**config.mk**
```make
export PLATFORM = sky130hd
export DESIGN_NAME = card_host
export DESIGN_NICKNAME = d
export VERILOG_FILES = /design/src/hdl/card_host_pkg.sv /design/src/hdl/bit_sync.sv /design/src/hdl/card_timer.sv /design/src/hdl/card_host.sv
export SDC_FILE = /design/constraint.sdc
export NUM_CORES = 1
export LEC_CHECK = 0
export ABC_AREA = 0
export BUFFER_PORTS_ARGS = -buffer_cell sky130_fd_sc_hd__buf_2
export CAP_MARGIN = 40
export CORE_ASPECT_RATIO = 0.9
export CORE_MARGIN = 3
export CORE_UTILIZATION = 60
export DETAILED_ROUTE_END_ITERATION = 8
export GPL_ROUTABILITY_DRIVEN = 1
export PLACE_DENSITY = 0.95
export SYNTH_ARGS = -nofsm -noshare
export SYNTH_HDL_FRONTEND = slang
export SYNTH_HIERARCHICAL = 1
export SYNTH_SLANG_ARGS = --single-unit
```
**constraint.sdc**
```tcl
create_clock -name clk_i -period 4.5 [get_ports clk_i]
set_clock_uncertainty 0.15 [all_clocks]
set_input_delay 0.45 -clock clk_i [delete_from_list [all_inputs] [get_ports clk_i]]
set_output_delay 0.45 -clock clk_i [all_outputs]
set_load 0.03 [all_outputs]
```
**src/hdl/card_host_pkg.sv**
```systemverilog
package card_host_pkg;

    localparam int CLK_NS = 4;

    // Pin timing of the card, in nanoseconds
    localparam int RESET_PULSE_NS = 100;
    localparam int SETUP_NS = 30;
    localparam int ACCESS_NS = 200;
    localparam int STROBE_NS = 100;
    localparam int HOLD_NS = 30;
    localparam int WAKE_TO_READ_DELAY_NS = 1000;
    localparam int RESET_TO_WRITE_DELAY_NS = 1000;

    // Least times round up to whole cycles
    localparam int RESET_PULSE_CYC = (RESET_PULSE_NS + CLK_NS - 1) / CLK_NS;
    localparam int SETUP_CYC = (SETUP_NS + CLK_NS - 1) / CLK_NS;
    localparam int SYNC_LAG_CYC = 2;
    localparam int ACCESS_CYC = (ACCESS_NS + CLK_NS - 1) / CLK_NS + SYNC_LAG_CYC;
    localparam int STROBE_CYC = (STROBE_NS + CLK_NS - 1) / CLK_NS;
    localparam int HOLD_CYC = (HOLD_NS + CLK_NS - 1) / CLK_NS;
    localparam int WAKE_TO_READ_CYC = (WAKE_TO_READ_DELAY_NS + CLK_NS - 1) / CLK_NS;
    localparam int RESET_TO_WRITE_CYC = (RESET_TO_WRITE_DELAY_NS + CLK_NS - 1) / CLK_NS;
    localparam int WAKE_CYC = (WAKE_TO_READ_CYC > RESET_TO_WRITE_CYC) ?
        WAKE_TO_READ_CYC : RESET_TO_WRITE_CYC;

    localparam int TIMER_W = 12;
    localparam int ADDR_W = 26;
    localparam int DATA_W = 16;

    // Register byte offsets
    localparam logic [7:0] CTRL_OFS = 8'h00;
    localparam logic [7:0] ADDR_OFS = 8'h04;
    localparam logic [7:0] WDATA_OFS = 8'h08;
    localparam logic [7:0] RDATA_OFS = 8'h0c;
    localparam logic [7:0] STATUS_OFS = 8'h10;

    // Control fields
    localparam int CTRL_GO_BIT = 0;
    localparam int CTRL_WRITE_BIT = 1;
    localparam int CTRL_LANE_LSB = 2;
    localparam int CTRL_CMD_BIT = 4;
    localparam int CTRL_PDOWN_BIT = 5;
    localparam int CTRL_RESET_BIT = 6;
    localparam int CTRL_WAIT_RDY_BIT = 7;

    // Status fields
    localparam int ST_BUSY_BIT = 0;
    localparam int ST_READY_BIT = 1;
    localparam int ST_WP_BIT = 2;
    localparam int ST_DONE_BIT = 3;
    localparam int ST_REFUSED_BIT = 4;
    localparam int ST_OFFLINE_BIT = 5;

    localparam logic [1:0] LANE_EVEN = 2'h1;
    localparam logic [1:0] LANE_ODD = 2'h2;
    localparam logic [1:0] LANE_WORD = 2'h3;

    localparam logic [7:0] CTRL_RESET_VAL = 8'h00;
    localparam logic [ADDR_W-1:0] ADDR_RESET_VAL = 26'h0;
    localparam logic [DATA_W-1:0] DATA_RESET_VAL = 16'h0;

    typedef struct packed {
        logic [ADDR_W-1:0] addr;
        logic even_lane_enable_n;
        logic odd_lane_enable_n;
        logic oe_n;
        logic we_n;
        logic reset;
        logic [DATA_W-1:0] dout;
        logic dout_oe;
    } card_pins_t;

    localparam card_pins_t PINS_IN_RESET = '{
        addr: 26'h0, even_lane_enable_n: 1'b1, odd_lane_enable_n: 1'b1,
        oe_n: 1'b1, we_n: 1'b1, reset: 1'b1, dout: 16'h0, dout_oe: 1'b0};

    typedef struct packed {
        logic cyc;
        logic stb;
        logic we;
        logic [7:0] adr;
        logic [3:0] sel;
        logic [31:0] dat;
    } wb_req_t;

    typedef enum logic [2:0] {
        S_RESET,
        S_WAKE,
        S_IDLE,
        S_WAIT_RDY,
        S_SETUP,
        S_STROBE,
        S_HOLD
    } host_state_t;

endpackage

```
**src/hdl/bit_sync.sv**
```systemverilog
`timescale 1ns/1ns
module bit_sync #(
    parameter int W = 1
) (
    input wire logic clk_i,
    input wire logic rst_i,
    input wire logic [W-1:0] async_i,
    output logic [W-1:0] sync_o
);
    logic [W-1:0] meta_q;

    initial begin
        if (W < 1) begin
            $error("bit_sync width must be positive");
        end
    end

    // First stage feeds only the second
    always_ff @(posedge clk_i) begin
        if (rst_i) begin
            meta_q <= '0;
            sync_o <= '0;
        end else begin
            meta_q <= async_i;
            sync_o <= meta_q;
        end
    end
endmodule

```
**src/hdl/card_timer.sv**
```systemverilog
`timescale 1ns/1ns
module card_timer #(
    parameter int W = 12
) (
    input wire logic clk_i,
    input wire logic rst_i,
    input wire logic load_i,
    input wire logic [W-1:0] count_i,
    output logic expired_o
);
    logic [W-1:0] cnt_q;

    initial begin
        if (W < 2) begin
            $error("card_timer width too small");
        end
    end

    always_ff @(posedge clk_i) begin
        if (rst_i) begin
            cnt_q <= '0;
        end else if (load_i) begin
            cnt_q <= count_i;
        end else if (cnt_q != '0) begin
            cnt_q <= cnt_q - 1'b1;
        end
    end

    // Pulse as the last counted cycle ends
    always_ff @(posedge clk_i) begin
        if (rst_i) begin
            expired_o <= 1'b0;
        end else begin
            expired_o <= (cnt_q == {{(W-1){1'b0}}, 1'b1}) && !load_i;
        end
    end
endmodule

```
**src/hdl/card_host.sv**
```systemverilog
// Summary of operation
// - Word read: both enables, output enable low
// - Hold card reset high at least 100 ns
// - Wait wake and recovery after reset
// - Reset card whenever host resets
// - Write strobe low under enable, rising latches
// - Same address for setup and confirm cycles
// - Command byte repeated on both lanes
//
// Added by the designer: the Wishbone interface to the registers and the register addresses.
`timescale 1ns/1ns
module card_host #(
    parameter int WAKE_CYC = card_host_pkg::WAKE_CYC,
    parameter int ADDR_W = card_host_pkg::ADDR_W
) (
    input wire logic clk_i,
    input wire logic rst_i,
    input wire card_host_pkg::wb_req_t wb_i,
    output logic wb_ack_o,
    output logic [31:0] wb_dat_o,
    output card_host_pkg::card_pins_t card_o,
    input wire logic [card_host_pkg::DATA_W-1:0] data_i,
    input wire logic ready_busy_n_i,
    input wire logic write_protect_i
);
    localparam int TW = card_host_pkg::TIMER_W;

    initial begin
        if (WAKE_CYC < 1 || WAKE_CYC >= (1 << TW)) begin
            $error("card_host WAKE_CYC out of timer range");
        end
        if (ADDR_W != card_host_pkg::ADDR_W) begin
            $error("card_host address width must match the card pins");
        end
    end

    card_host_pkg::host_state_t state_q;
    logic [7:0] ctrl_q;
    logic [ADDR_W-1:0] addr_q;
    logic [15:0] wdata_q;
    logic [15:0] rdata_q;
    logic op_write_q;
    logic op_cmd_q;
    logic [1:0] op_lane_q;
    logic done_q;
    logic refused_q;
    logic load_q;
    logic [TW-1:0] count_q;
    logic expired;
    logic [15:0] data_sync;
    logic ready_sync;
    logic wp_sync;
    logic wb_hit;
    logic wb_wr;
    logic ctrl_wr;
    logic go_req;
    logic reset_req;
    logic pdown;
    logic tick;

    bit_sync #(.W(16)) data_sync_u (
        .clk_i(clk_i),
        .rst_i(rst_i),
        .async_i(data_i),
        .sync_o(data_sync)
    );

    bit_sync #(.W(2)) pin_sync_u (
        .clk_i(clk_i),
        .rst_i(rst_i),
        .async_i({ready_busy_n_i, write_protect_i}),
        .sync_o({ready_sync, wp_sync})
    );

    card_timer #(.W(TW)) timer_u (
        .clk_i(clk_i),
        .rst_i(rst_i),
        .load_i(load_q),
        .count_i(count_q),
        .expired_o(expired)
    );

    // Classic Wishbone decode, one request per ack
    assign wb_hit = wb_i.cyc && wb_i.stb && !wb_ack_o;
    assign wb_wr = wb_hit && wb_i.we && wb_i.sel[0];
    assign ctrl_wr = wb_wr && (wb_i.adr == card_host_pkg::CTRL_OFS);
    assign go_req = ctrl_wr && wb_i.dat[card_host_pkg::CTRL_GO_BIT];
    assign reset_req = ctrl_wr && wb_i.dat[card_host_pkg::CTRL_RESET_BIT];
    assign pdown = ctrl_q[card_host_pkg::CTRL_PDOWN_BIT];
    // Stale expiry right after a reload is ignored
    assign tick = expired && !load_q;

    always_ff @(posedge clk_i) begin
        if (rst_i) begin
            wb_ack_o <= 1'b0;
        end else begin
            wb_ack_o <= wb_hit;
        end
    end

    always_ff @(posedge clk_i) begin
        if (rst_i) begin
            wb_dat_o <= '0;
        end else if (wb_hit && !wb_i.we) begin
            unique case (wb_i.adr)
                card_host_pkg::CTRL_OFS: wb_dat_o <= {24'h0, ctrl_q};
                card_host_pkg::ADDR_OFS: wb_dat_o <= {{(32-ADDR_W){1'b0}}, addr_q};
                card_host_pkg::WDATA_OFS: wb_dat_o <= {16'h0, wdata_q};
                card_host_pkg::RDATA_OFS: wb_dat_o <= {16'h0, rdata_q};
                card_host_pkg::STATUS_OFS: begin
                    wb_dat_o <= '0;
                    wb_dat_o[card_host_pkg::ST_BUSY_BIT] <= (state_q != card_host_pkg::S_IDLE);
                    wb_dat_o[card_host_pkg::ST_READY_BIT] <= ready_sync;
                    wb_dat_o[card_host_pkg::ST_WP_BIT] <= wp_sync;
                    wb_dat_o[card_host_pkg::ST_DONE_BIT] <= done_q;
                    wb_dat_o[card_host_pkg::ST_REFUSED_BIT] <= refused_q;
                    wb_dat_o[card_host_pkg::ST_OFFLINE_BIT] <=
                        (state_q == card_host_pkg::S_RESET) || (state_q == card_host_pkg::S_WAKE);
                end
                default: wb_dat_o <= '0;
            endcase
        end
    end

    // Go and reset are self-clearing strobes
    always_ff @(posedge clk_i) begin
        if (rst_i) begin
            ctrl_q <= card_host_pkg::CTRL_RESET_VAL;
        end else if (ctrl_wr) begin
            ctrl_q <= wb_i.dat[7:0];
            ctrl_q[card_host_pkg::CTRL_GO_BIT] <= 1'b0;
            ctrl_q[card_host_pkg::CTRL_RESET_BIT] <= 1'b0;
        end
    end

    // Address stays put between setup and confirm
    always_ff @(posedge clk_i) begin
        if (rst_i) begin
            addr_q <= card_host_pkg::ADDR_RESET_VAL;
        end else if (wb_wr && wb_i.adr == card_host_pkg::ADDR_OFS) begin
            addr_q <= wb_i.dat[ADDR_W-1:0];
        end
    end

    always_ff @(posedge clk_i) begin
        if (rst_i) begin
            wdata_q <= card_host_pkg::DATA_RESET_VAL;
        end else if (wb_wr && wb_i.adr == card_host_pkg::WDATA_OFS) begin
            wdata_q <= wb_i.dat[15:0];
        end
    end

    // Sticky flags: a new set beats the clear of a new go
    always_ff @(posedge clk_i) begin
        if (rst_i) begin
            done_q <= 1'b0;
            refused_q <= 1'b0;
        end else begin
            if (go_req) begin
                done_q <= 1'b0;
                refused_q <= 1'b0;
            end
            if (state_q == card_host_pkg::S_HOLD && tick) begin
                done_q <= 1'b1;
            end
            if (go_req && state_q == card_host_pkg::S_IDLE &&
                ((wb_i.dat[card_host_pkg::CTRL_WRITE_BIT] && wp_sync) ||
                 wb_i.dat[card_host_pkg::CTRL_LANE_LSB +: 2] == 2'h0)) begin
                refused_q <= 1'b1;
            end
        end
    end

    always_ff @(posedge clk_i) begin
        if (rst_i) begin
            rdata_q <= card_host_pkg::DATA_RESET_VAL;
        end else if (state_q == card_host_pkg::S_STROBE && tick && !op_write_q) begin
            // Unselected lane floats, so it reads as zero
            rdata_q[7:0] <= op_lane_q[0] ? data_sync[7:0] : 8'h0;
            rdata_q[15:8] <= op_lane_q[1] ? data_sync[15:8] : 8'h0;
        end
    end

    // Sequencer for card reset, wake-up and bus cycles
    always_ff @(posedge clk_i) begin
        if (rst_i) begin
            state_q <= card_host_pkg::S_RESET;
            card_o <= card_host_pkg::PINS_IN_RESET;
            load_q <= 1'b1;
            count_q <= TW'(card_host_pkg::RESET_PULSE_CYC);
            op_write_q <= 1'b0;
            op_cmd_q <= 1'b0;
            op_lane_q <= 2'h0;
        end else begin
            load_q <= 1'b0;
            if (reset_req) begin
                // Aborts any access in flight
                state_q <= card_host_pkg::S_RESET;
                card_o <= card_host_pkg::PINS_IN_RESET;
                load_q <= 1'b1;
                count_q <= TW'(card_host_pkg::RESET_PULSE_CYC);
            end else begin
                unique case (state_q)
                    card_host_pkg::S_RESET: begin
                        // Power-down bit keeps the card asleep
                        if (pdown) begin
                            load_q <= 1'b1;
                            count_q <= TW'(card_host_pkg::RESET_PULSE_CYC);
                        end else if (tick) begin
                            card_o.reset <= 1'b0;
                            state_q <= card_host_pkg::S_WAKE;
                            load_q <= 1'b1;
                            count_q <= TW'(WAKE_CYC);
                        end
                    end
                    card_host_pkg::S_WAKE: begin
                        if (pdown) begin
                            card_o.reset <= 1'b1;
                            state_q <= card_host_pkg::S_RESET;
                            load_q <= 1'b1;
                            count_q <= TW'(card_host_pkg::RESET_PULSE_CYC);
                        end else if (tick) begin
                            state_q <= card_host_pkg::S_IDLE;
                        end
                    end
                    card_host_pkg::S_IDLE: begin
                        if (pdown) begin
                            card_o.reset <= 1'b1;
                            state_q <= card_host_pkg::S_RESET;
                            load_q <= 1'b1;
                            count_q <= TW'(card_host_pkg::RESET_PULSE_CYC);
                        end else if (go_req &&
                            !(wb_i.dat[card_host_pkg::CTRL_WRITE_BIT] && wp_sync) &&
                            wb_i.dat[card_host_pkg::CTRL_LANE_LSB +: 2] != 2'h0) begin
                            op_write_q <= wb_i.dat[card_host_pkg::CTRL_WRITE_BIT];
                            op_cmd_q <= wb_i.dat[card_host_pkg::CTRL_CMD_BIT];
                            op_lane_q <= wb_i.dat[card_host_pkg::CTRL_LANE_LSB +: 2];
                            // Bit 0 never decoded by the card; bit 1 picks id code
                            card_o.addr <= {addr_q[ADDR_W-1:1], 1'b0};
                            if (wb_i.dat[card_host_pkg::CTRL_WRITE_BIT] &&
                                wb_i.dat[card_host_pkg::CTRL_WAIT_RDY_BIT]) begin
                                state_q <= card_host_pkg::S_WAIT_RDY;
                            end else begin
                                state_q <= card_host_pkg::S_SETUP;
                                load_q <= 1'b1;
                                count_q <= TW'(card_host_pkg::SETUP_CYC);
                            end
                        end
                    end
                    card_host_pkg::S_WAIT_RDY: begin
                        // Card busy with an algorithm; hold off next write
                        if (ready_sync) begin
                            state_q <= card_host_pkg::S_SETUP;
                            load_q <= 1'b1;
                            count_q <= TW'(card_host_pkg::SETUP_CYC);
                        end
                    end
                    card_host_pkg::S_SETUP: begin
                        if (!load_q && !op_write_q) begin
                            // Read: enable lanes and output enable together
                            card_o.even_lane_enable_n <= !op_lane_q[0];
                            card_o.odd_lane_enable_n <= !op_lane_q[1];
                            card_o.oe_n <= 1'b0;
                            card_o.we_n <= 1'b1;
                            card_o.dout_oe <= 1'b0;
                            state_q <= card_host_pkg::S_STROBE;
                            load_q <= 1'b1;
                            count_q <= TW'(card_host_pkg::ACCESS_CYC);
                        end else if (op_write_q) begin
                            card_o.even_lane_enable_n <= !op_lane_q[0];
                            card_o.odd_lane_enable_n <= !op_lane_q[1];
                            card_o.oe_n <= 1'b1;
                            card_o.dout_oe <= 1'b1;
                            card_o.dout <= op_cmd_q ? {wdata_q[7:0], wdata_q[7:0]}
                                                    : wdata_q;
                            if (tick) begin
                                card_o.we_n <= 1'b0;
                                state_q <= card_host_pkg::S_STROBE;
                                load_q <= 1'b1;
                                count_q <= TW'(card_host_pkg::STROBE_CYC);
                            end
                        end
                    end
                    card_host_pkg::S_STROBE: begin
                        if (tick) begin
                            // Rising write strobe latches; enables and data held on
                            card_o.we_n <= 1'b1;
                            card_o.oe_n <= 1'b1;
                            if (!op_write_q) begin
                                card_o.even_lane_enable_n <= 1'b1;
                                card_o.odd_lane_enable_n <= 1'b1;
                            end
                            state_q <= card_host_pkg::S_HOLD;
                            load_q <= 1'b1;
                            count_q <= TW'(card_host_pkg::HOLD_CYC);
                        end
                    end
                    card_host_pkg::S_HOLD: begin
                        if (tick) begin
                            card_o.even_lane_enable_n <= 1'b1;
                            card_o.odd_lane_enable_n <= 1'b1;
                            card_o.dout_oe <= 1'b0;
                            state_q <= card_host_pkg::S_IDLE;
                        end
                    end
                    default: state_q <= card_host_pkg::S_RESET;
                endcase
            end
        end
    end
endmodule

```
==> flow_metrics.env <==
export IMPL_outcome="complete, no violations"
export IMPL_critPathMaxStageDelay_ps=620
export IMPL_yosysMostFrequentCell="dfxtp_1"
export IMPL_clockRootBuffer="clkbuf_16"
export IMPL_place_gp_congestion=0.878
export IMPL_drt_iter0_drc=767
export IMPL_area_growth_pct=15.5
export IMPL_synthArstFlopShare_pct=0
export IMPL_fillers=866
export IMPL_synth_top_cells_by_area="dfxtp_1 50%, nand2_1 6.8%, a21oi_1 6.7%, mux2i_1 5.0%, nor2_1 4.4%"
export IMPL_cp_arrival_ps=3290
export IMPL_clk_path_buf_depth=3
export IMPL_grt_overflow=0
export IMPL_cpMostUsedCell="buf_4"
export IMPL_final_core_util_pct=72.5
export IMPL_met2_usage_pct=44.1
export IMPL_max_freq_mhz=319
export IMPL_synth_edf_count=0
export IMPL_avgSynthCellArea_sq_um=8.86
export IMPL_grt_start_max_net_pins=78
export IMPL_dp_hpwl_mm=14.0
export IMPL_first_pass_iters=6
export IMPL_critPathSlowestCell="nor4_4"
export IMPL_drive_gt1_share_pct=20.3
export IMPL_fin_crit_sh_pct=69.6
export IMPL_grt_pass1_vias=6812
export IMPL_grtUsageTotal_pct=26.8
export IMPL_power_density_nw_per_um2=382
export IMPL_end_kind="flop"
export IMPL_portBuffers=131
export IMPL_hold_viol=0
export IMPL_hold_path_depth=2
export IMPL_rsz0062_at_grt="no"
export IMPL_synth_area_sq_um=8180
export IMPL_p_leak_uw=0.00377
export IMPL_io_pins=148
export IMPL_finalPower_uw=3610
export IMPL_diodes=0
export IMPL_drv_slew=0
export IMPL_setup_tns_ps=0
export IMPL_seq_power_share_pct=51.4
export IMPL_tritoncts="built"
export IMPL_start_kind="primary input"
export IMPL_rows=39
export IMPL_synth_top_area_cell="dfxtp_1"
export IMPL_fin_nets=1091
export IMPL_antenna_found_initial=0
export IMPL_hold_path_class="in -> reg"
export IMPL_core_sq_um=13000
export IMPL_worstMarginPinSlew_ps=913
export IMPL_clk_latency_ps=490
export IMPL_combPwrFrac_pct=6.0
export IMPL_yosysUniqueCellTypes=65
export IMPL_synth_top_area_share_pct=49.7
export IMPL_yosysSeqAreaShare_pct=49.7
export IMPL_clockPowerShare_pct=42.7
export IMPL_use_met1_pct=35.1
export IMPL_use_met3_pct=5.26
export IMPL_top_usage_layer="met2"
export IMPL_drt_wl_total_mm=21.1
export IMPL_cts_hold_buf=0
export IMPL_die_area_sq_um=15100
export IMPL_required_ps=4660
export IMPL_reg2reg_depth=6
export IMPL_via_count=7246
export IMPL_synth_common_cells="203 x dfxtp_1, 148 x nand2_1, 109 x a21oi_1"
export IMPL_path_class="in -> reg"
export IMPL_drv_cap=0
export IMPL_p_sw_share_pct=23.4
export IMPL_ys_seq_elements=203
export IMPL_wl_per_cell_um=17.6
export IMPL_postSynthCellCount=923
export IMPL_yosys_most_used_dff="dfxtp_1"
export IMPL_crit_chain="buf_2, or4_1, nor4_4, buf_4, a21o_1, buf_4, a211oi_1"
export IMPL_initial_core_util_pct=62.8
export IMPL_clk_pin_slew_ps=60
export IMPL_relSlewSlack_pct=39.1
export IMPL_post_cts_resized=0
export IMPL_grt_pass1_wl_mm=32.9
export IMPL_peakVddDrop_v=0.000443
export IMPL_cts_htree_levels=1
export IMPL_die_w_um=129
export IMPL_drc=0
export IMPL_clock_sink_count=203
export IMPL_die_h_um=117
export IMPL_vias_per_cell=6.05
export IMPL_timing_final_crit_period_ps=3130
export IMPL_cts_setup_buffers=0
export IMPL_postRouteAntennaNets=0
export IMPL_yosysWarningCount=6
export IMPL_setup_violations_final=0
export IMPL_power_internal_uw=2760
export IMPL_crit_fanout=40
export IMPL_cts_buffers=20
export IMPL_netSwitchingPower_uw=845
worst max-delay path: cells and delay by family:
kind,cells,cell delay (ps)
compound gates,2,550
buf+inv,3,1070
simple gates,2,1200
kinds of logic after synthesis:
group,count (synthesis),synth area share [%]
buffers and inverters,83,4.66
AOI/OAI and AO/OA,204,15.6
muxes,56,7.22
DFF,203,49.7
xor gates and xnor gates,8,0.857
adders and majority gates,3,0.459
other,1,0.0458
and+or+nand+nor,365,21.5
power by group through the flow:
stage	logic [uW]	clock network [uW]	registers, uW
6_report	215	1540	1850
5_1_grt	235	1630	1850
4_1_cts	211	1550	1850
3_5_place_dp	209	0	1890
3_3_place_gp	204	0	1890
2_1_floorplan	147	0	1890
state kept, by name, indices dropped and copies added (netlist names):
register,flops
card_o,47
addr_q,26
wb_dat_o,26
data_sync_u/meta_q,16
data_sync_u/sync_o,16
rdata_q,16
wdata_q,16
timer_u/cnt_q,12
count_q,6
ctrl_q,6
state_q,3
op_lane_q,2
pin_sync_u/meta_q,2
pin_sync_u/sync_o,2
done_q,1
load_q,1
op_cmd_q,1
op_write_q,1
refused_q,1
timer_u/expired_o,1
wb_ack_o,1
worst paths after layout:
check	from	to	slack, ps
max	wb_i[38]	card_o[16]$_SDFFE_PP0P_	1370
min	data_i[10]	data_sync_u/meta_q[10]$_SDFF_PP0_	7
max reg2reg	wb_ack_o$_SDFF_PP0_	card_o[16]$_SDFFE_PP0P_	1370
min reg2reg	data_sync_u/meta_q[12]$_SDFF_PP0_	data_sync_u/sync_o[12]$_SDFF_PP0_	290
through the flow:
stage | hold slack (ps) | worst slack [ps] | instance area, sq um | std cells
floorplan | 264 | 2050 | 8220 | 933
global placement | 270 | 1110 | 8790 | 1160
detailed placement | 273 | 1030 | 8840 | 1163
CTS | 2.58 | 1480 | 9450 | 1197
global route | 12.7 | 1200 | 9450 | 1197
finish | 7.26 | 1370 | 9450 | 1197
layout by cell type, fill, tap and decap left out, types with 3 or more instances in the layout:
master     instances
inv_1              8
buf_2            130
or3_1              3
and4_1             4
or2_2              3
ha_1               3
nor2_1            95
nand3b_1           3
nand3_1           24
and2_1             3
dfxtp_1          203
o22ai_1            4
mux2_2            14
a22oi_1           21
buf_4              8
nor4_1             3
xnor2_1            7
clkbuf_16         20
a21oi_1          109
a2bb2oi_1          3
nor2b_1           40
mux2i_1           41
nor4_4             3
clkinv_2           8
or4_1              3
a211oi_1          21
conb_1            11
o21ai_0           14
a22o_1             9
nor3_1             8
nand2_1          148
nand2b_1           4
nand4_1            3
or4_4              3
final cells by class:
cell class	instances	area (sq um)	area share [%]
Inverter	8	30.0	0.318
Multi-Input combinational cell	647	3780	40.0
Tap cell	164	205	2.17
Timing Repair Buffer	141	768	8.13
Clock buffer	24	536	5.67
Clock inverter	10	65.1	0.689
Sequential cell	203	4060	43.0
metal layers:
| layer | vias to the layer above | part of all wire [%] | wire (um) |
|---|---|---|---|
| li1 | 3364 | - | - |
| met5 | - | 0 | 0 |
| met2 | 408 | 48 | 10100 |
| met3 | 72 | 9.5 | 1990 |
| met1 | 3402 | 39 | 8280 |
| met4 | 0 | 3.3 | 697 |
Note: power is estimated with default switching activity, not from simulation.
